$ cat src/nfc_pkg.sv
package nfc_pkg;

    localparam int unsigned CLK_MHZ      = 250;
    localparam int unsigned STROBE_NS    = 25;
    localparam int unsigned STROBE_CYC   = (STROBE_NS * CLK_MHZ + 999) / 1000;
    localparam int unsigned SETTLE_NS    = 100;
    localparam int unsigned SETTLE_CYC   = (SETTLE_NS * CLK_MHZ + 999) / 1000;
    localparam int unsigned PWR_WAIT_US  = 200;
    localparam int unsigned PWR_WAIT_CYC = PWR_WAIT_US * CLK_MHZ;

    localparam logic [7:0] CMD_READ_A    = 8'h00;
    localparam logic [7:0] CMD_READ_B    = 8'h01;
    localparam logic [7:0] CMD_READ_C    = 8'h50;
    localparam logic [7:0] CMD_STATUS    = 8'h70;
    localparam logic [7:0] CMD_DATA_IN   = 8'h80;
    localparam logic [7:0] CMD_PROG_EXEC = 8'h10;
    localparam logic [7:0] CMD_ERASE_SET = 8'h60;
    localparam logic [7:0] CMD_ERASE_GO  = 8'hD0;
    localparam logic [7:0] CMD_RESET     = 8'hFF;
    localparam logic [7:0] CMD_ID        = 8'h90;

    localparam int unsigned STAT_FAIL_BIT  = 0;
    localparam int unsigned STAT_READY_BIT = 6;
    localparam int unsigned STAT_WP_BIT    = 7;

    localparam int unsigned CNT_W   = 10;
    localparam int unsigned PWR_W   = 17;
    localparam int unsigned SET_W   = 6;
    localparam int unsigned DIV_W   = 4;
    localparam logic [7:0]  BYTE_RST = 8'h00;
    localparam logic [1:0]  AIDX_COL  = 2'h0;
    localparam logic [1:0]  AIDX_PLO  = 2'h1;
    localparam logic [1:0]  AIDX_PHI  = 2'h2;

    typedef enum logic [2:0] {
        OP_READ_A  = 3'h0,
        OP_READ_B  = 3'h1,
        OP_READ_C  = 3'h2,
        OP_STATUS  = 3'h3,
        OP_PROGRAM = 3'h4,
        OP_ERASE   = 3'h5,
        OP_RESET   = 3'h6,
        OP_ID      = 3'h7
    } nfc_op_e;

    typedef enum logic [1:0] {
        CY_CMD   = 2'h0,
        CY_ADDR  = 2'h1,
        CY_WDATA = 2'h2,
        CY_RDATA = 2'h3
    } nfc_cyc_e;

    typedef struct packed {
        nfc_op_e           op;
        logic [7:0]        column;
        logic [15:0]       page;
        logic [CNT_W-1:0]  count;
    } nfc_req_s;

    typedef struct packed {
        logic       cle;
        logic       ale;
        logic       we_n;
        logic       read_strobe_n;
        logic [7:0] io_out;
        logic       io_oe;
    } nfc_pins_s;

endpackage
$ cat src/nfc_ctrl.sv
`timescale 1ns/10ps
module nfc_ctrl #(
    parameter int unsigned PWR_WAIT_CYC = nfc_pkg::PWR_WAIT_CYC
) (
    input  wire logic              clock,
    input  wire logic              reset_n,
    input  wire logic              req_valid,
    output logic                   req_ready,
    input  nfc_pkg::nfc_req_s      req,
    input  wire logic              wdata_valid,
    input  wire logic [7:0]        wdata,
    output logic                   wdata_ready,
    output logic                   rdata_valid,
    output logic [7:0]             rdata,
    output logic                   done,
    output logic [7:0]             status,
    output logic                   pass_fail_valid,
    output logic                   fail,
    input  wire logic              protect_en,
    output nfc_pkg::nfc_pins_s     pins,
    output logic                   ce_n,
    output logic                   wp_n,
    input  wire logic [7:0]        io_in,
    input  wire logic              ready_busy_n
);

    typedef enum logic [3:0] {
        ST_POWER  = 4'b0000,
        ST_IDLE   = 4'b0001,
        ST_CMD1   = 4'b0011,
        ST_ADDR   = 4'b0010,
        ST_WDATA  = 4'b0110,
        ST_CMD2   = 4'b0111,
        ST_SETTLE = 4'b0101,
        ST_BUSY   = 4'b0100,
        ST_RDATA  = 4'b1100
    } nfc_state_e;

    nfc_state_e                    state_q;
    nfc_pkg::nfc_op_e              op_q;
    logic [7:0]                    col_q;
    logic [15:0]                   page_q;
    logic [nfc_pkg::CNT_W-1:0]     cnt_q;
    logic [1:0]                    aidx_q;
    logic                          stat_pend_q;
    logic [nfc_pkg::PWR_W-1:0]     pwr_q;
    logic [nfc_pkg::SET_W-1:0]     settle_q;
    logic                          rb_meta_q;
    logic                          rb_sync_q;
    logic [7:0]                    rdata_q;
    logic                          rdata_valid_q;
    logic                          done_q;
    logic [7:0]                    status_q;
    logic                          ce_n_q;
    logic                          wp_n_q;

    logic                          eng_ready;
    logic                          eng_done;
    logic [7:0]                    eng_rbyte;

    wire is_read   = (op_q == nfc_pkg::OP_READ_A) || (op_q == nfc_pkg::OP_READ_B)
                     || (op_q == nfc_pkg::OP_READ_C);
    wire is_pe     = (op_q == nfc_pkg::OP_PROGRAM) || (op_q == nfc_pkg::OP_ERASE);
    wire last_byte = (cnt_q <= nfc_pkg::CNT_W'(1));
    wire xfer_st   = (state_q == ST_CMD1) || (state_q == ST_ADDR) || (state_q == ST_WDATA)
                     || (state_q == ST_CMD2) || (state_q == ST_RDATA);
    wire eng_free  = eng_ready && !eng_done;
    wire eng_start = xfer_st && eng_free && ((state_q != ST_WDATA) || wdata_valid);
    wire pwr_end   = (pwr_q == nfc_pkg::PWR_W'(PWR_WAIT_CYC - 1));

    wire [7:0] cmd1_w =
        (op_q == nfc_pkg::OP_READ_A)  ? nfc_pkg::CMD_READ_A    :
        (op_q == nfc_pkg::OP_READ_B)  ? nfc_pkg::CMD_READ_B    :
        (op_q == nfc_pkg::OP_READ_C)  ? nfc_pkg::CMD_READ_C    :
        (op_q == nfc_pkg::OP_STATUS)  ? nfc_pkg::CMD_STATUS    :
        (op_q == nfc_pkg::OP_PROGRAM) ? nfc_pkg::CMD_DATA_IN   :
        (op_q == nfc_pkg::OP_ERASE)   ? nfc_pkg::CMD_ERASE_SET :
        (op_q == nfc_pkg::OP_ID)      ? nfc_pkg::CMD_ID        : nfc_pkg::CMD_RESET;
    wire [7:0] cmd2_w =
        stat_pend_q                   ? nfc_pkg::CMD_STATUS    :
        (op_q == nfc_pkg::OP_PROGRAM) ? nfc_pkg::CMD_PROG_EXEC : nfc_pkg::CMD_ERASE_GO;
    wire [7:0] addr_w =
        (aidx_q == nfc_pkg::AIDX_COL) ? col_q :
        (aidx_q == nfc_pkg::AIDX_PLO) ? page_q[7:0] : page_q[15:8];
    wire [1:0] addr_last = (op_q == nfc_pkg::OP_ID) ? nfc_pkg::AIDX_COL : nfc_pkg::AIDX_PHI;
    wire [1:0] addr_first = (req.op == nfc_pkg::OP_ERASE) ? nfc_pkg::AIDX_PLO
                                                          : nfc_pkg::AIDX_COL;

    wire [7:0] eng_byte =
        (state_q == ST_CMD1)  ? cmd1_w :
        (state_q == ST_CMD2)  ? cmd2_w :
        (state_q == ST_ADDR)  ? addr_w : wdata;
    wire nfc_pkg::nfc_cyc_e eng_kind =
        (state_q == ST_ADDR)  ? nfc_pkg::CY_ADDR  :
        (state_q == ST_WDATA) ? nfc_pkg::CY_WDATA :
        (state_q == ST_RDATA) ? nfc_pkg::CY_RDATA : nfc_pkg::CY_CMD;

    assign req_ready       = (state_q == ST_IDLE);
    assign wdata_ready     = (state_q == ST_WDATA) && eng_free;
    assign rdata           = rdata_q;
    assign rdata_valid     = rdata_valid_q;
    assign done            = done_q;
    assign status          = status_q;
    assign ce_n            = ce_n_q;
    assign wp_n            = wp_n_q;
    assign pass_fail_valid = status_q[nfc_pkg::STAT_READY_BIT];
    assign fail            = status_q[nfc_pkg::STAT_FAIL_BIT] && pass_fail_valid;

    nfc_cycle nfc_cycle_inst (
        .clock    (clock),
        .reset_n  (reset_n),
        .start    (eng_start),
        .kind     (eng_kind),
        .byte_out (eng_byte),
        .io_in    (io_in),
        .ready    (eng_ready),
        .done     (eng_done),
        .rbyte    (eng_rbyte),
        .pins     (pins)
    );

    always_ff @(posedge clock or negedge reset_n) begin
        if (!reset_n) begin
            rb_meta_q <= 1'b0;
            rb_sync_q <= 1'b0;
            wp_n_q    <= 1'b0;
        end else begin
            rb_meta_q <= ready_busy_n;
            rb_sync_q <= rb_meta_q;
            wp_n_q    <= !protect_en && (state_q != ST_POWER);
        end
    end

    always_ff @(posedge clock or negedge reset_n) begin
        if (!reset_n) begin
            state_q       <= ST_POWER;
            op_q          <= nfc_pkg::OP_RESET;
            col_q         <= nfc_pkg::BYTE_RST;
            page_q        <= '0;
            cnt_q         <= '0;
            aidx_q        <= nfc_pkg::AIDX_COL;
            stat_pend_q   <= 1'b0;
            pwr_q         <= '0;
            settle_q      <= '0;
            rdata_q       <= nfc_pkg::BYTE_RST;
            rdata_valid_q <= 1'b0;
            done_q        <= 1'b0;
            status_q      <= nfc_pkg::BYTE_RST;
            ce_n_q        <= 1'b1;
        end else begin
            rdata_valid_q <= 1'b0;
            done_q        <= 1'b0;
            unique case (state_q)
                ST_POWER: begin
                    pwr_q <= pwr_q + 1'b1;
                    if (pwr_end) state_q <= ST_IDLE;
                end
                ST_IDLE: begin
                    if (req_valid) begin
                        op_q        <= req.op;
                        col_q       <= (req.op == nfc_pkg::OP_ID) ? nfc_pkg::BYTE_RST
                                                                  : req.column;
                        page_q      <= req.page;
                        cnt_q       <= (req.op == nfc_pkg::OP_STATUS) ? nfc_pkg::CNT_W'(1) :
                                       (req.op == nfc_pkg::OP_ID)     ? nfc_pkg::CNT_W'(2) :
                                       req.count;
                        aidx_q      <= addr_first;
                        stat_pend_q <= 1'b0;
                        ce_n_q      <= 1'b0;
                        state_q     <= ST_CMD1;
                    end
                end
                ST_CMD1: begin
                    if (eng_done) begin
                        state_q <= (op_q == nfc_pkg::OP_STATUS) ? ST_RDATA  :
                                   (op_q == nfc_pkg::OP_RESET)  ? ST_SETTLE : ST_ADDR;
                    end
                end
                ST_ADDR: begin
                    if (eng_done) begin
                        aidx_q <= aidx_q + 1'b1;
                        if (aidx_q == addr_last) begin
                            state_q <= (op_q == nfc_pkg::OP_PROGRAM) ? ST_WDATA :
                                       (op_q == nfc_pkg::OP_ERASE)   ? ST_CMD2  :
                                       (op_q == nfc_pkg::OP_ID)      ? ST_RDATA : ST_SETTLE;
                        end
                    end
                end
                ST_WDATA: begin
                    if (eng_done) begin
                        cnt_q <= cnt_q - 1'b1;
                        if (last_byte) state_q <= ST_CMD2;
                    end
                end
                ST_CMD2: begin
                    if (eng_done) state_q <= stat_pend_q ? ST_RDATA : ST_SETTLE;
                end
                ST_SETTLE: begin
                    settle_q <= settle_q + 1'b1;
                    if (settle_q == nfc_pkg::SET_W'(nfc_pkg::SETTLE_CYC - 1)) begin
                        settle_q <= '0;
                        state_q  <= ST_BUSY;
                    end
                end
                ST_BUSY: begin
                    if (rb_sync_q) begin
                        if (is_pe) begin
                            stat_pend_q <= 1'b1;
                            cnt_q       <= nfc_pkg::CNT_W'(1);
                            state_q     <= ST_CMD2;
                        end else if (is_read) begin
                            state_q <= ST_RDATA;
                        end else begin
                            ce_n_q  <= 1'b1;
                            done_q  <= 1'b1;
                            state_q <= ST_IDLE;
                        end
                    end
                end
                ST_RDATA: begin
                    if (eng_done) begin
                        cnt_q <= cnt_q - 1'b1;
                        if (stat_pend_q || (op_q == nfc_pkg::OP_STATUS)) begin
                            status_q <= eng_rbyte;
                        end
                        if (!stat_pend_q) begin
                            rdata_q       <= eng_rbyte;
                            rdata_valid_q <= 1'b1;
                        end
                        if (last_byte) begin
                            ce_n_q  <= 1'b1;
                            done_q  <= 1'b1;
                            state_q <= ST_IDLE;
                        end
                    end
                end
                default: state_q <= ST_IDLE;
            endcase
        end
    end

endmodule // nfc_ctrl

$ cat src/nfc_cycle.sv
`timescale 1ns/10ps
module nfc_cycle (
    input  wire logic              clock,
    input  wire logic              reset_n,
    input  wire logic              start,
    input  nfc_pkg::nfc_cyc_e      kind,
    input  wire logic [7:0]        byte_out,
    input  wire logic [7:0]        io_in,
    output logic                   ready,
    output logic                   done,
    output logic [7:0]             rbyte,
    output nfc_pkg::nfc_pins_s     pins
);

    typedef enum logic [1:0] {
        PH_IDLE = 2'b00,
        PH_LOW  = 2'b01,
        PH_HIGH = 2'b11
    } nfc_phase_e;

    nfc_phase_e                    ph_q;
    logic [nfc_pkg::DIV_W-1:0]     div_q;
    logic [7:0]                    io_meta_q;
    logic [7:0]                    io_sync_q;
    logic                          done_q;
    logic [7:0]                    rbyte_q;
    nfc_pkg::nfc_pins_s            pins_q;

    // divider enable: one pulse per strobe phase
    wire tick = (div_q == nfc_pkg::DIV_W'(nfc_pkg::STROBE_CYC - 1));
    wire is_rd = (kind == nfc_pkg::CY_RDATA);

    assign ready = (ph_q == PH_IDLE);
    assign done  = done_q;
    assign rbyte = rbyte_q;
    assign pins  = pins_q;

    always_ff @(posedge clock or negedge reset_n) begin
        if (!reset_n) begin
            io_meta_q <= nfc_pkg::BYTE_RST;
            io_sync_q <= nfc_pkg::BYTE_RST;
        end else begin
            io_meta_q <= io_in;
            io_sync_q <= io_meta_q;
        end
    end

    always_ff @(posedge clock or negedge reset_n) begin
        if (!reset_n) begin
            ph_q    <= PH_IDLE;
            div_q   <= '0;
            done_q  <= 1'b0;
            rbyte_q <= nfc_pkg::BYTE_RST;
            pins_q  <= '{cle: 1'b0, ale: 1'b0, we_n: 1'b1, read_strobe_n: 1'b1,
                         io_out: nfc_pkg::BYTE_RST, io_oe: 1'b0};
        end else begin
            done_q <= 1'b0;
            div_q  <= tick ? '0 : div_q + 1'b1;
            unique case (ph_q)
                PH_IDLE: begin
                    if (start) begin
                        ph_q                 <= PH_LOW;
                        div_q                <= '0;
                        pins_q.cle           <= (kind == nfc_pkg::CY_CMD);
                        pins_q.ale           <= (kind == nfc_pkg::CY_ADDR);
                        pins_q.io_out        <= byte_out;
                        pins_q.io_oe         <= !is_rd;
                        pins_q.we_n          <= is_rd;
                        pins_q.read_strobe_n <= !is_rd;
                    end
                end
                PH_LOW: begin
                    if (tick) begin
                        ph_q                 <= PH_HIGH;
                        pins_q.we_n          <= 1'b1;
                        pins_q.read_strobe_n <= 1'b1;
                        // sample late in the low phase, data path is two flops deep
                        rbyte_q              <= io_sync_q;
                    end
                end
                PH_HIGH: begin
                    if (tick) begin
                        ph_q         <= PH_IDLE;
                        done_q       <= 1'b1;
                        pins_q.cle   <= 1'b0;
                        pins_q.ale   <= 1'b0;
                        pins_q.io_oe <= 1'b0;
                    end
                end
                default: ph_q <= PH_IDLE;
            endcase
        end
    end

endmodule // nfc_cycle

$ cat config.mk
export PLATFORM = sky130hd
export DESIGN_NAME = nfc_ctrl
export DESIGN_NICKNAME = d
export VERILOG_FILES = /design/src/nfc_pkg.sv /design/src/nfc_ctrl.sv /design/src/nfc_cycle.sv
export SDC_FILE = /design/constraint.sdc
export NUM_CORES = 1
export LEC_CHECK = 0
export ABC_AREA = 1
export CELL_PAD_IN_SITES_DETAIL_PLACEMENT = 1
export CELL_PAD_IN_SITES_GLOBAL_PLACEMENT = 1
export CORE_MARGIN = 10
export CORE_UTILIZATION = 51
export DETAILED_ROUTE_END_ITERATION = 8
export DONT_BUFFER_PORTS = 1
export PLACE_DENSITY_LB_ADDON = 0.05
export SETUP_SLACK_MARGIN = 0.2
export SLEW_MARGIN = 20
export SYNTH_ARGS = -nofsm -noshare
export SYNTH_HDL_FRONTEND = slang
export SYNTH_SLANG_ARGS = --single-unit
$ cat constraint.sdc
create_clock -name clock -period 3.6 [get_ports clock]
set_input_delay 0.72 -clock clock [delete_from_list [all_inputs] [get_ports clock]]
set_output_delay 0.72 -clock clock [all_outputs]
set_load 0.02 [all_outputs]
==> run summary <==
The flow ran to the end, and the final reports show no timing, DRC or antenna violations. The largest net degree at the start of global routing is 134, and the layout overhead on the synthesized area is 11.9%. In this run switching power makes up 41.9% of total power. The number of fillers in the final layout is 1503, and the number of port buffers is 0. The remaining antenna violation count after routing is 0.

The warning count from the yosys run was 0; the placement-stage worst setup slack was 1.23 ns. Endpoint type of the worst setup path: a primary output. For the number of nets in the finished design, the log shows 877. The startpoint identified for the worst register-to-register timing path is state_q[3]. The number of vias per cell is 5.37, and the detailed-router iteration count before antenna repair is 5. The die covers 0.0175 mm^2. The logs give 0 for the number of max-slew violations in the final report and 351 uV for the maximum VDD drop. Setup repair after global routing left no endpoint under its margin. The first global-routing pass estimated 29500 um of wire.

The share of the core filled with cells in the final layout came out at 59.2%. The overall die height works out to 132 um. 96 I/O pins were placed.

The initial antenna violation count came out at 0. The slew at the pin with the worst max-slew slack was 0.727 ns. Reg-to-reg setup timing slack: 1.11 ns. The final critical-path required period is 2.68 ns. After the first detailed-routing iteration, the DRC count stood at 242.

The overall track demand over capacity in global routing is 20.7%. The endpoint of the worst register-to-register path was nfc_cycle_inst.pins[12]. Dividing the detail-routed wire length by the instance count gives 18.2 um. Clock skew on the completed layout was measured at 0.00760 ns. Counting every net in the synthesized netlist gives 871. Clock tree synthesis inserted a total of 17 buffers. The tools report the via count of the first global-routing pass as 5958.

The logs give 2 for the buffer depth of the longest clock path and 0 for the final setup violation count. The H-tree was split into 4 levels. The floorplan has 40 rows.

The worst setup slack after layout was 0.920 ns. The tools report the startpoint of the worst setup timing path as state_q[1]. The standard cell core area is 0.0122 mm^2, and the flip-flop and latch count after synthesis is 133. The run gives 0.00369 W as the cell-internal power. The kind of critical path is reg -> out. The minimum hold slack came out at 0.112 ns. CTS saw 133 sinks. The tools report the post-detailed-route DRC marker count as 0. The static leakage came out at 3.65 nW. The tools report the total wirelength of the detailed-routed design as 18000 um. The repair_antennas step left the layout with diodes totalling 0.

The number of placed instances, taps included was 955; the initial core utilization was 52.9%. The maximum net fanout on the critical path is 7. Headroom to the max-slew limit came out at 51.2%. After clock tree synthesis, the setup repair step added 0 buffers. The clock reaches the later pin of the worst-skew pair after 0.42 ns. For the post-layout instance count excluding filler cells, the log shows 989. The count of vias placed by the detailed router is 5309, and the number of distinct library cell variants in the gate-level netlist after synthesis is 37. Data arrives at the worst endpoint at 1.96 ns. The worst register-to-register path has a depth of 11. In this run, post-CTS repair resized a total of 0 instances. The fmax was 373 MHz; the clock group share of total power was 26.6%. TritonCTS built the clock tree. After clock tree synthesis, the clock-pin slew on the worst setup and hold paths is 0.06 ns.

In this run the horizontal extent of the chip is 132 um. In this run the power spent charging and discharging nets is 0.00266 W. The synthesized netlist cell count was 802; the power density relative to cell area was 882 mW/mm^2. Of the cells placed in the final design, the portion with a size suffix greater than 1 is 6.94%. Following the worst setup path forward leads to its endpoint at wdata_ready. Combinational logic is responsible for 35.4% of the overall power. The sum of overflow across all layers after global routing was 0. Averaged over all synthesized cells, the footprint is 8.02 um^2. The worst hold path belongs to the class in -> async. At the worst endpoint, the required time is 2.88 ns. The tools report the share of synthesized area occupied by flip-flops and latches as 51.8%. The synthesized area was 0.00643 mm^2; the HPWL after detailed placement was 12800 um.

The tools report the setup TNS as 0 ns. The final hold violation count is 0. In the finished design, the share of the clock period the worst path needs comes to 74.4%. The tools report the sequential fraction of design power as 38.0%. At the end of routability-driven placement, the weighted congestion stood at 0.859.

The tree is rooted in a sky130_fd_sc_hd__clkbuf_16. The startpoint type of the worst setup path was a flop. The max capacitance violation total is 0.
## area by class of cell
| class | instances | area, um^2 | share of cell area, % |
|---|---|---|---|
| Tap cell | 168 | 210 | 2.92 |
| Inverter | 96 | 360 | 5.01 |
| Multi-Input combinational cell | 556 | 2650 | 36.9 |
| Timing Repair Buffer | 4 | 62.6 | 0.869 |
| Clock buffer | 20 | 447 | 6.21 |
| Sequential cell | 133 | 3330 | 46.3 |
| Clock inverter | 12 | 130 | 1.81 |
## metrics by stage
stage	power, W	area (um^2)
finish	0.00635	7200
global route	0.00686	7200
CTS	0.00635	7140
detailed placement	0.00460	6570
global placement	0.00443	6570
floorplan	0.00401	6430
## power groups by stage
stage	Combinational (W)	Sequential, W	Clock (W)
after global placement	0.00203	0.00240	0
after floorplan	0.00169	0.00232	0
after CTS	0.00222	0.00241	0.00171
after detailed placement	0.00217	0.00243	0
final	0.00224	0.00241	0.00169
after global routing	0.00258	0.00248	0.00180
## layer usage
| layer | routed length [um] | GRT usage [%] |
|---|---|---|
| met1 | 7480 | 23.9 |
| met2 | 9180 | 35.7 |
| met3 | 1030 | 5.68 |
| met4 | 322 | 8.07 |
| met5 | 0 | 0 |
## state kept, by name, summed over array words and instances, names as in the netlist, 2 cells and up
name                      flops
nfc_cycle_inst.io_sync_q      8
state_q                       4
settle_q                      6
nfc_cycle_inst.div_q          4
aidx_q                        2
op_q                          3
status                        8
nfc_cycle_inst.ph_q           2
rdata                         8
page_q                       16
nfc_cycle_inst.pins          13
cnt_q                        10
pwr_q                        17
col_q                         8
nfc_cycle_inst.rbyte          8
nfc_cycle_inst.io_meta_q      8
## worst min-delay path by stage
stage	startpoint	end	slack [ns]	cells after the start
6_report	reset_n	col_q[4]	0.11	1
5_1_grt	reset_n	page_q[14]	0.11	1
4_1_cts	reset_n	status[6]	-0.02	0
3_5_place_dp	nfc_cycle_inst.io_meta_q[2]	nfc_cycle_inst.io_sync_q[2]	0.34	0
3_3_place_gp	nfc_cycle_inst.io_meta_q[5]	nfc_cycle_inst.io_sync_q[5]	0.33	0
2_1_floorplan	nfc_cycle_inst.io_meta_q[0]	nfc_cycle_inst.io_sync_q[0]	0.33	0
## Yosys cell counts (all sizes together)
| cell type | count | area, um^2 |
|---|---|---|
| a31oi | 2 | 12.5 |
| a21boi | 1 | 7.51 |
| o22ai | 1 | 6.26 |
| buf | 9 | 62.6 |
| o2111ai | 1 | 8.76 |
| nand2 | 260 | 996 |
| nor2 | 74 | 308 |
| nand3 | 57 | 285 |
| clkbuf | 8 | 31.3 |
| xnor2 | 4 | 35.0 |
| nand4 | 10 | 62.6 |
| a21oi | 22 | 110 |
| o21a | 1 | 7.51 |
| dfrtp | 128 | 3200 |
| nor3 | 8 | 51.3 |
| o21ai | 74 | 374 |
| inv | 94 | 353 |
| or2 | 1 | 6.26 |
| a22oi | 4 | 30.0 |
| xor2 | 14 | 123 |
| o211ai | 11 | 87.6 |
| clkinv | 2 | 7.51 |
| o21bai | 1 | 7.51 |
| ha | 10 | 125 |
| dfstp | 5 | 131 |
## critical path, cell delays in order, from the launching register on
cell and delay (ns):
sky130_fd_sc_hd__dfrtp_1 0.49, sky130_fd_sc_hd__inv_1 0.11, sky130_fd_sc_hd__nor2_1 0.26, sky130_fd_sc_hd__nand2_4 0.10, sky130_fd_sc_hd__nor3_1 0.58
## placed cells by master (no fill, tap or decap), drive strengths merged, types with 2 or more instances in the layout
master    Yosys  routed
a21oi        22      22
clkbuf        8      20
clkinvlp      0       2
nand4        10      10
o211ai       11      11
nor2         74      74
a31oi         2       2
clkinv        2       8
nand3        57      57
dfstp         5       5
xnor2         4       4
buf           9       4
a22oi         4       4
o21ai        74      74
bufinv        0       2
dfrtp       128     128
nor3          8       8
ha           10      10
inv          94      96
xor2         14      14
nand2       260     260
## logic make-up (layout without fill, tap and decap cells)
group / after synthesis / in the layout / synth area share [%]
simple gates: 410 / 410 / 26.6
flops: 133 / 133 / 51.8
compound gates: 118 / 118 / 10.1
buf+inv: 113 / 132 / 7.06
xor+xnor: 18 / 18 / 2.45
fa+ha+maj: 10 / 10 / 1.95
No activity file was read; power rests on OpenSTA's default activity.
